**config.mk**
```make
export PLATFORM = sky130hd
export DESIGN_NAME = loop_filter_coefficient_bank
export DESIGN_NICKNAME = d
export VERILOG_FILES = /design/src/loop_filter_pkg.sv /design/src/loop_filter_coefficient_bank.sv
export SDC_FILE = /design/constraint.sdc
export NUM_CORES = 1
export LEC_CHECK = 0
export ABC_AREA = 1
export BUFFER_PORTS_ARGS = -buffer_cell sky130_fd_sc_hd__buf_2
export CAP_MARGIN = 25
export CORE_MARGIN = 2
export CORE_UTILIZATION = 45
export CTS_CLUSTER_SIZE = 20
export DETAILED_ROUTE_END_ITERATION = 7
export HOLD_SLACK_MARGIN = 0.06
export PLACE_DENSITY = 0.66
export SLEW_MARGIN = 10
export SYNTH_ARGS = -nofsm -noshare
export SYNTH_HDL_FRONTEND = slang
export SYNTH_SLANG_ARGS = --single-unit
```
**constraint.sdc**
```tcl
create_clock -name core_clk -period 5.7 [get_ports core_clk]
set_input_delay 1.14 -clock core_clk [delete_from_list [all_inputs] [get_ports core_clk]]
set_output_delay 1.14 -clock core_clk [all_outputs]
set_load 0.05 [all_outputs]
```
**src/loop_filter_pkg.sv**
```systemverilog
// Package with the register map, field layout and types of the loop filter coefficient bank
package loop_filter_pkg;

    // Register offsets as seen on the plain register port
    localparam logic [7:0] OFS_SOFT_START_FILTER_GAIN    = 8'h5F;
    localparam logic [7:0] OFS_NORMAL_LOW_FREQ_GAIN      = 8'h60;
    localparam logic [7:0] OFS_NORMAL_ZERO_POSITION      = 8'h61;
    localparam logic [7:0] OFS_NORMAL_POLE_POSITION      = 8'h62;
    localparam logic [7:0] OFS_NORMAL_HIGH_FREQ_GAIN     = 8'h63;
    localparam logic [7:0] OFS_LIGHT_LOAD_LOW_FREQ_GAIN  = 8'h64;
    localparam logic [7:0] OFS_LIGHT_LOAD_ZERO_POSITION  = 8'h65;
    localparam logic [7:0] OFS_LIGHT_LOAD_POLE_POSITION  = 8'h66;
    localparam logic [7:0] OFS_LIGHT_LOAD_HIGH_FREQ_GAIN = 8'h67;
    localparam logic [7:0] OFS_DEAD_TIME_THRESHOLD       = 8'h68;

    // Register file geometry: ten contiguous byte registers
    localparam int unsigned REG_COUNT = 10;
    localparam logic [7:0]  REG_RESET = 8'h00;

    // Index of each register inside the storage array
    localparam logic [3:0] IDX_SOFT_GAIN  = 4'h0;
    localparam logic [3:0] IDX_NORMAL_LF  = 4'h1;
    localparam logic [3:0] IDX_LIGHT_LF   = 4'h5;
    localparam logic [3:0] IDX_THRESHOLD  = 4'h9;

    // Field positions
    localparam int unsigned SOFT_GAIN_LSB = 0;
    localparam int unsigned THRESH_LSB    = 0;

    // Gain steps in tenths of a dB, and the programmable span
    localparam logic [9:0] GAIN_STEP_DB10 = 10'h003;
    localparam logic [9:0] GAIN_SPAN_DB10 = 10'h0C8;

    // Dead-time offset step and largest magnitude, in ns
    localparam logic [7:0] DEAD_STEP_NS   = 8'h05;
    localparam logic [7:0] DEAD_MAX_NS    = 8'h23;
    localparam int unsigned DEAD_EDGES    = 8;

    // Sense range selector codes
    localparam logic [1:0] RANGE_37M5 = 2'h0;
    localparam logic [1:0] RANGE_75M  = 2'h1;

    // Output read back for an unmapped offset
    localparam logic [7:0] RD_UNMAPPED = 8'h00;

    // Loop filter mode
    typedef enum logic [1:0] {
        MODE_NORMAL,
        MODE_LIGHT,
        MODE_SOFT
    } mode_type;

    // One compensation coefficient set
    typedef struct packed {
        logic [7:0] low_freq_gain;
        logic [7:0] zero_position;
        logic [7:0] pole_position;
        logic [7:0] high_freq_gain;
    } coeff_set_type;

    // One dead-time offset code: polarity plus magnitude
    typedef struct packed {
        logic       negative;
        logic [2:0] magnitude;
    } dead_code_type;

endpackage

```
**src/loop_filter_coefficient_bank.sv**
```systemverilog
// Coefficient bank and adaptive dead-time gate for the digital compensation filter
//
// Implementation choice: the address-and-strobe port.

// Contract
// Soft-start gain code selects 1, 2, 4, 8
// Per-mode 8-bit low-frequency gain, monotonic
// Per-mode 8-bit high-frequency gain, monotonic
// Gain step 0.3 dB, span 20 dB
// Per-mode 8-bit final zero setting
// Per-mode 8-bit final pole setting
// Separate independent light-load coefficient set
// Offsets applied while current below threshold
// Threshold code scales with sense range
// Offset 5 ns steps, polarity selects direction
// Soft start, then light load, else normal
// Reserved bits read back, no effect
module loop_filter_coefficient_bank (
    input  wire logic                                   core_clk,
    input  wire logic                                   reset_n,
    input  wire logic [7:0]                             addr,
    input  wire logic [7:0]                             wr_data,
    input  wire logic                                   wr_en,
    input  wire logic                                   rd_en,
    output logic      [7:0]                             rd_data,
    input  wire logic                                   soft_start_active,
    input  wire logic                                   light_load_active,
    input  wire logic [1:0]                             sense_range,
    input  wire logic [15:0]                            load_current_sense_input,
    input  wire loop_filter_pkg::dead_code_type [7:0]   dead_time_codes,
    output loop_filter_pkg::mode_type                   active_mode,
    output loop_filter_pkg::coeff_set_type              active_coeffs,
    output logic      [3:0]                             soft_start_gain,
    output logic      [9:0]                             low_freq_gain_db10,
    output logic      [9:0]                             high_freq_gain_db10,
    output logic                                        dead_time_active,
    output logic signed [7:0]                           dead_time_shift_ns [8]
);

    // Whole state of the block in one record
    typedef struct packed {
        logic [9:0][7:0]             regs;        // Software-visible storage
        logic [7:0]                  rd_data;     // Read answer, one cycle late
        loop_filter_pkg::mode_type   mode;        // Mode in use by the filter
        loop_filter_pkg::coeff_set_type coeffs;   // Coefficients in use
        logic [3:0]                  soft_gain;   // Soft-start multiplier
        logic [9:0]                  lf_db10;     // Low-frequency gain, 0.1 dB
        logic [9:0]                  hf_db10;     // High-frequency gain, 0.1 dB
        logic                        dt_active;   // Offsets in force
        logic [7:0][7:0]             shift_ns;    // Signed shift per edge
    } bank_state_type;

    bank_state_type state_reg;   // Registered state
    bank_state_type state_next;  // Next state

    // True when the offset falls inside the bank
    function automatic logic is_mapped(input logic [7:0] a);
        is_mapped = (a >= loop_filter_pkg::OFS_SOFT_START_FILTER_GAIN)
                 && (a <= loop_filter_pkg::OFS_DEAD_TIME_THRESHOLD);
    endfunction

    // Storage index of a mapped offset
    function automatic logic [3:0] reg_index(input logic [7:0] a);
        logic [7:0] diff;
        diff      = a - loop_filter_pkg::OFS_SOFT_START_FILTER_GAIN;
        reg_index = diff[3:0];
    endfunction

    // Gain code to tenths of a dB, clipped at the span so it never falls
    function automatic logic [9:0] gain_db10(input logic [7:0] code);
        logic [9:0] raw;
        raw = 10'(code) * loop_filter_pkg::GAIN_STEP_DB10;
        gain_db10 = (raw > loop_filter_pkg::GAIN_SPAN_DB10)
                  ? loop_filter_pkg::GAIN_SPAN_DB10 : raw;
    endfunction

    // Threshold in units of 10 uV for a code and a nominal sense range
    function automatic logic [15:0] threshold_10uv(input logic [1:0] range,
                                                   input logic [2:0] code);
        logic [15:0] t_low;
        logic [15:0] t_mid;
        logic [15:0] t_high;
        t_low  = 16'h0000;
        t_mid  = 16'h0000;
        t_high = 16'h0000;
        case (code)
            3'h0: begin
                t_low = 16'd0;    t_mid = 16'd0;    t_high = 16'd0;
            end
            3'h1: begin
                t_low = 16'd390;  t_mid = 16'd780;  t_high = 16'd1560;
            end
            3'h2: begin
                t_low = 16'd780;  t_mid = 16'd1560; t_high = 16'd3125;
            end
            3'h3: begin
                t_low = 16'd1170; t_mid = 16'd2350; t_high = 16'd4700;
            end
            3'h4: begin
                t_low = 16'd1550; t_mid = 16'd3100; t_high = 16'd6250;
            end
            3'h5: begin
                t_low = 16'd1950; t_mid = 16'd3900; t_high = 16'd7800;
            end
            3'h6: begin
                t_low = 16'd2350; t_mid = 16'd4700; t_high = 16'd9400;
            end
            default: begin
                t_low = 16'd2700; t_mid = 16'd5400; t_high = 16'd10900;
            end
        endcase
        // The unused range code behaves as the widest range
        if (range == loop_filter_pkg::RANGE_37M5) begin
            threshold_10uv = t_low;
        end else if (range == loop_filter_pkg::RANGE_75M) begin
            threshold_10uv = t_mid;
        end else begin
            threshold_10uv = t_high;
        end
    endfunction

    // Offset code to a signed shift in ns; negative polarity shifts the other way
    function automatic logic [7:0] offset_ns(input loop_filter_pkg::dead_code_type c);
        logic [7:0] mag;
        mag = 8'(c.magnitude) * loop_filter_pkg::DEAD_STEP_NS;
        offset_ns = c.negative ? 8'(-mag) : mag;
    endfunction

    // Next-state logic: register port, mode choice, coefficient steering, dead-time gate
    always_comb begin
        logic [3:0]  idx;
        logic [15:0] thresh;
        logic [2:0]  tcode;
        idx        = reg_index(addr);
        thresh     = 16'h0000;
        tcode      = 3'h0;
        state_next = state_reg;

        // Writes store all eight bits, reserved ones included
        if (wr_en && is_mapped(addr)) begin
            state_next.regs[idx] = wr_data;
        end

        // Reads answer from the stored value in the following cycle only
        if (rd_en) begin
            state_next.rd_data = is_mapped(addr) ? state_reg.regs[idx]
                                                 : loop_filter_pkg::RD_UNMAPPED;
        end else begin
            state_next.rd_data = 8'h00;
        end

        // Soft start outranks light load; normal otherwise
        if (soft_start_active) begin
            state_next.mode = loop_filter_pkg::MODE_SOFT;
        end else if (light_load_active) begin
            state_next.mode = loop_filter_pkg::MODE_LIGHT;
        end else begin
            state_next.mode = loop_filter_pkg::MODE_NORMAL;
        end

        // Only the low two bits of the soft-start register matter
        state_next.soft_gain = 4'h1
            << state_reg.regs[loop_filter_pkg::IDX_SOFT_GAIN][1:0];

        // Light load draws on its own four registers
        if (light_load_active && !soft_start_active) begin
            state_next.coeffs = {state_reg.regs[loop_filter_pkg::IDX_LIGHT_LF],
                                 state_reg.regs[loop_filter_pkg::IDX_LIGHT_LF + 4'h1],
                                 state_reg.regs[loop_filter_pkg::IDX_LIGHT_LF + 4'h2],
                                 state_reg.regs[loop_filter_pkg::IDX_LIGHT_LF + 4'h3]
                                };
        end else begin
            // Normal set also stays presented in soft start for the datapath handoff
            state_next.coeffs = {state_reg.regs[loop_filter_pkg::IDX_NORMAL_LF],
                                 state_reg.regs[loop_filter_pkg::IDX_NORMAL_LF + 4'h1],
                                 state_reg.regs[loop_filter_pkg::IDX_NORMAL_LF + 4'h2],
                                 state_reg.regs[loop_filter_pkg::IDX_NORMAL_LF + 4'h3]
                                };
        end

        // Gains in dB follow the set now chosen
        state_next.lf_db10 = gain_db10(state_next.coeffs.low_freq_gain);
        state_next.hf_db10 = gain_db10(state_next.coeffs.high_freq_gain);

        // Threshold compare; reserved bits never reach it
        tcode  = state_reg.regs[loop_filter_pkg::IDX_THRESHOLD][2:0];
        thresh = threshold_10uv(sense_range, tcode);
        state_next.dt_active = (load_current_sense_input < thresh);

        // Offsets only while under the threshold, otherwise nominal timing
        for (int e = 0; e < loop_filter_pkg::DEAD_EDGES; e++) begin
            state_next.shift_ns[e] = state_next.dt_active
                                   ? offset_ns(dead_time_codes[e]) : 8'h00;
        end
    end

    // State register; asynchronous reset to constants
    always_ff @(posedge core_clk or negedge reset_n) begin
        if (!reset_n) begin
            state_reg           <= '0;
            state_reg.mode      <= loop_filter_pkg::MODE_NORMAL;
            state_reg.soft_gain <= 4'h1;
        end else begin
            state_reg <= state_next;
        end
    end

    // Outputs straight from flops
    assign rd_data             = state_reg.rd_data;
    assign active_mode         = state_reg.mode;
    assign active_coeffs       = state_reg.coeffs;
    assign soft_start_gain     = state_reg.soft_gain;
    assign low_freq_gain_db10  = state_reg.lf_db10;
    assign high_freq_gain_db10 = state_reg.hf_db10;
    assign dead_time_active    = state_reg.dt_active;

    // Unpack per-edge shifts for the timing block
    always_comb begin
        for (int e = 0; e < loop_filter_pkg::DEAD_EDGES; e++) begin
            dead_time_shift_ns[e] = signed'(state_reg.shift_ns[e]);
        end
    end
endmodule

```
# ---- Yosys cells after proc, flatten, opt, wreduce, memory -nomap -nowiden
# Index checks and enable logic that the tools add are counted.
dict set report word_totals {
  ram_bits 0
  memories 0
  input_bits 72
  wordCells 102
  latch_bits 0
  romBits 0
  out_inout_bits 131
  register_bits 211
}
dict set report classes {
  addsub 9
  div_mod_pow 0
  multipliers 10
  muxes 33
  bitwise_logic 0
  shift 1
  n_eq_ne 7
  magnitude_cmp 7
  reduce_logical 7
}
# cell n
set ops {}
lappend ops {{two-way mux 8 bit} 20}
lappend ops {{one-hot mux 14 bit (7 select lines)} 1}
lappend ops {{one-hot mux 13 bit (7 select lines)} 1}
lappend ops {{one-hot mux 12 bit (7 select lines)} 1}
lappend ops {{bitwise mux 80 bit} 1}
lappend ops {{negation 6 -> 8 bit} 8}
lappend ops {{multiplier 3 x 3 -> 6 bit, second input constant} 8}
lappend ops {{binary-select mux 8 bit (select 4 bit)} 1}
lappend ops {{demux 8 bit (select 4 bit)} 1}
lappend ops {{two-way mux 16 bit} 2}
lappend ops {{two-way mux 32 bit} 1}
lappend ops {{greater-than comparator 10 x 8 -> 1 bit, second input constant} 2}
lappend ops {{multiplier 8 x 2 -> 10 bit, second input constant} 2}
lappend ops {{two-way mux 10 bit} 2}
lappend ops {{less-than comparator 16 bit} 1}
lappend ops {{== test 3 bit, second input constant} 3}
lappend ops {{>= comparator 8 x 7 -> 1 bit, second input constant} 1}
lappend ops {{<= comparator 8 x 7 -> 1 bit, second input constant} 1}
lappend ops {{== test 3 x 2 -> 1 bit, second input constant} 2}
lappend ops {{less-than comparator 4 x 5 -> 1 bit, second input constant} 1}
lappend ops {{>= comparator 4 x 1 -> 1 bit, second input constant} 1}
lappend ops {{logical AND 1 bit} 4}
lappend ops {{<< shifter 1 x 2 -> 4 bit, first input constant} 1}
lappend ops {{subtractor 4 bit, second input constant} 1}
lappend ops {{other kinds (7)} 7}

# ---- Logic depth before layout (Yosys ltp)
dict set report logic_depth {
  ltp_word 6
  depth_mapped 19
}

# ---- Least setup slack after synthesis
# No wires, ideal clock.
dict set report synth_path {
  kind {input to register}
  start {input port soft_start_active}
  end {register state_reg (netlist bit low_freq_gain_db10[0])}
  setup_slack_ps 2056
  cell_stages 16
  setup_time_ps 72
  t_arrival_ps 3572
  cell_sequence {or2_2 > clkbuf_1 > clkbuf_1 > nand2_1 > o21ai_0 > ha_1 > fa_1 > nand3_1 > nand2_1 > nand2_1 > nand2_1 > a21oi_1 > nand2_1 > nor2_1 > nand2_1 > nor2_1}
}
# item line_no
set synth_lines {}
lappend synth_lines {{from (decl)} loop_filter_coefficient_bank.sv:26} ;# input wire logic soft_start_active,
lappend synth_lines {{to (signal assigned)} loop_filter_coefficient_bank.sv:204} ;# state_reg <= state_next;
lappend synth_lines {{to (decl)} loop_filter_coefficient_bank.sv:53} ;# bank_state_type state_reg;

==> impl_metrics.ini <==
[run_status]
run_status = finished clean

[synth]
avgSynthCellArea_um2 = 8.28
yosysWarnings = 0
async_flop_share_pct = 100
post_synth_num_cell_types = 43
share_of_synthesized_area_occupied_by_flip_flops_and_latches_pct = 43.7
post_synth_instance_area_mm2 = 0.0121
synth_top_flop_cell = sky130_fd_sc_hd__dfrtp_1
synth-seq-cells = 211
netlist_instances = 1461
synth-edff-count = 0

[sta]
finClkSkew_ns = 0.0125
hold_viol_final = 0
timing.slew.headroom_pct = 36.7
period_minus_slack_ns = 3.66
sum_of_negative_setup_slack_ns = 0
max_freq_ghz = 0.273
maxSlewViolCount = 0
grt_setup_unrepaired = no
setup_viol_count_final = 0
final_clock_period_utilization_by_the_worst_path_pct = 64.2
worstMarginPinSlew_ns = 0.950

[critical_path]
reg2reg_slack_ns = 2.28
worst_ep_arrival_time_ns = 4.10
critPathMaxFanout = 46
worst-setup-path-type = in2reg
required_ns = 6.14
end_kind = flop
critical_path.startpoint_type = input port

[global_route]
grt-busiest-layer = met2
antenna_found_initial = 2
groute.usage.overall_pct = 20.4
global_route_wire_length_before_repair_um = 46900
grtUsageMet2_pct = 32.8
gr-total-overflow = 0
groute.layer.met1.usage_pct = 27.6
number_of_global_route_vias_before_repair = 9170
grt_max_degree = 112
use_met3_pct = 4.77

[layout]
areaGrowthSynthToFinish_pct = 9.85
final_core_utilization_pct = 49.9
finish.instance_area_mm2 = 0.0133
final_net_count = 1661
drive_above_1_share_pct = 18.0
flip_flop_count_of_the_largest_register_after_layout = 80

[power]
power_density_mw_per_mm2 = 307
ir_drop_mv = 0.219
power_leakage_uw = 0.00735

[placement]
placed_cell_area_mm2 = 0.0124
gp_congestion = 0.890
io_buffers = 202
place.detailed.hpwl_um = 20800

[clock_network]
cts.sinks = 211
ctsHoldBuffers = 0
cts-root-buf = sky130_fd_sc_hd__clkbuf_16
post_cts_resized = 0
cts_max_level = 1
clk_path_buf_depth = 3
cts_made_buffers = 24
cts_setup_buffers = 0
cts_tree = done
clkTransAtPathRegs_ns = 0.06
clk-insertion-delay-late_ns = 0.51

[route]
vias_per_cell = 5.10
drt-initial-drc-count = 733
drt-wirelength-per-cell_um = 15.4
route.antenna.remaining_nets = 0
postRouteWirelength_um = 28800
vias_after_detailed_routing = 9535
detailedRoute.firstPassIterationCount = 5
post-route-drc-count = 0

[floorplan]
area_of_the_core_region_mm2 = 0.0267
initial_core_util_pct = 45.4
rows = 60
io-pin-count = 203
die_width_um = 168
die_area_mm2 = 0.0282
die_h_um = 168

[min_path]
min-delay-path-class = reg2reg

[job]
maxCapViolCount = 0
## final timing paths
| kind | depth (start not counted) | end | start |
|---|---|---|---|
| max reg2reg | 12 | dead_time_shift_ns[55] | state_reg[204] |
| min in group asynchronous | 1 | state_reg[205] | reset_n |
| min reg2reg | 2 | state_reg[201] | state_reg[201] |
| min | 2 | state_reg[201] | state_reg[201] |
| max in group asynchronous | 2 | low_freq_gain_db10[6] | reset_n |
| max | 12 | dead_time_shift_ns[55] | sense_range[1] |
## critical path, stage by stage
cell	delay (ns)
sky130_fd_sc_hd__buf_2	0.14
sky130_fd_sc_hd__nor2_1	0.40
sky130_fd_sc_hd__inv_1	0.23
sky130_fd_sc_hd__o221ai_1	0.26
sky130_fd_sc_hd__ha_1	0.28
sky130_fd_sc_hd__a21oi_1	0.16
sky130_fd_sc_hd__o21a_1	0.12
sky130_fd_sc_hd__nor2_1	0.04
sky130_fd_sc_hd__nor3b_1	0.22
sky130_fd_sc_hd__nand2_2	0.52
sky130_fd_sc_hd__buf_4	0.44
sky130_fd_sc_hd__nor2_1	0.12
## layout by cell type, fill, tap and decap left out, types with 5 or more instances in the layout
cell / count
sky130_fd_sc_hd__a21oi_1: 44
sky130_fd_sc_hd__a32oi_1: 5
sky130_fd_sc_hd__buf_2: 201
sky130_fd_sc_hd__buf_4: 5
sky130_fd_sc_hd__clkbuf_1: 6
sky130_fd_sc_hd__clkbuf_16: 25
sky130_fd_sc_hd__clkbuf_8: 5
sky130_fd_sc_hd__dfrtp_1: 210
sky130_fd_sc_hd__ha_1: 78
sky130_fd_sc_hd__inv_1: 129
sky130_fd_sc_hd__nand2_1: 345
sky130_fd_sc_hd__nand3_1: 40
sky130_fd_sc_hd__nand3_2: 8
sky130_fd_sc_hd__nand4_1: 82
sky130_fd_sc_hd__nor2_1: 146
sky130_fd_sc_hd__nor2_2: 11
sky130_fd_sc_hd__nor3_1: 12
sky130_fd_sc_hd__o211ai_1: 8
sky130_fd_sc_hd__o21ai_0: 70
sky130_fd_sc_hd__xnor2_1: 26
sky130_fd_sc_hd__xor2_1: 16
## Yosys cell counts (5+ instances only)
cell                       number  area (um2)
sky130_fd_sc_hd__nand2_1      346        1300
sky130_fd_sc_hd__dfrtp_1      210        5260
sky130_fd_sc_hd__nor2_1       146         548
sky130_fd_sc_hd__buf_4        130         976
sky130_fd_sc_hd__inv_1        129         484
sky130_fd_sc_hd__nand4_1       82         513
sky130_fd_sc_hd__ha_1          78         976
sky130_fd_sc_hd__o21ai_0       70         350
sky130_fd_sc_hd__a21oi_1       44         220
sky130_fd_sc_hd__nand3_1       40         200
sky130_fd_sc_hd__clkbuf_1      33         124
sky130_fd_sc_hd__xnor2_1       26         228
sky130_fd_sc_hd__xor2_1        16         140
sky130_fd_sc_hd__buf_1         14        52.6
sky130_fd_sc_hd__buf_2         13        65.1
sky130_fd_sc_hd__nor3_1        12        60.1
sky130_fd_sc_hd__nor2_2        11        68.8
sky130_fd_sc_hd__nand3_2        8        80.1
sky130_fd_sc_hd__o211ai_1       8        60.1
sky130_fd_sc_hd__a32oi_1        5        43.8
## final cells by class
| type | count | area [um2] |
|---|---|---|
| flip-flops and latches | 211 | 5280 |
| clock inverters | 7 | 135 |
| well taps | 341 | 427 |
| fillers | 2556 | 13400 |
| inverters | 132 | 495 |
| multi-input cells | 930 | 5110 |
| clock buffers | 36 | 717 |
| repair buffers | 210 | 1120 |
| diodes | 1 | 2.50 |
## layer usage
metal	vias up	wire length, um
li1	4684	-
met1	4470	12500
met2	316	13200
met3	63	2260
met4	2	837
met5	-	11
## per-stage QoR
step / hold WS, ns / total power (uW) / std cells / setup slack [ns]
finish: 0.474 / 4070 / 1868 / 2.04
global route: 0.502 / 4280 / 1867 / 1.66
CTS: 0.474 / 4120 / 1867 / 2.05
detailed placement: 0.458 / 2460 / 1824 / 1.52
global placement: 0.456 / 2440 / 1824 / 1.58
floorplan: 0.425 / 2310 / 1464 / 2.06
## kinds of logic after synthesis
group                    synth area share, %
AND/OR/NAND/NOR                         23.3
buffers and inverters                   14.2
flip-flops                              43.7
AO/OA/AOI/OAI                           7.05
adder cells (fa/ha/maj)                 8.40
XOR/XNOR                                3.04
multiplexers                           0.331
other                                 0.0310
## report_power, final
| group | switching [uW] | internal (uW) | leakage (uW) |
|---|---|---|---|
| combinational | 563 | 216 | 0.00405 |
| sequential | 54.2 | 1600 | 0.00288 |
| clock | 600 | 1040 | 0.000419 |
Power figures use the tool's default switching activity.
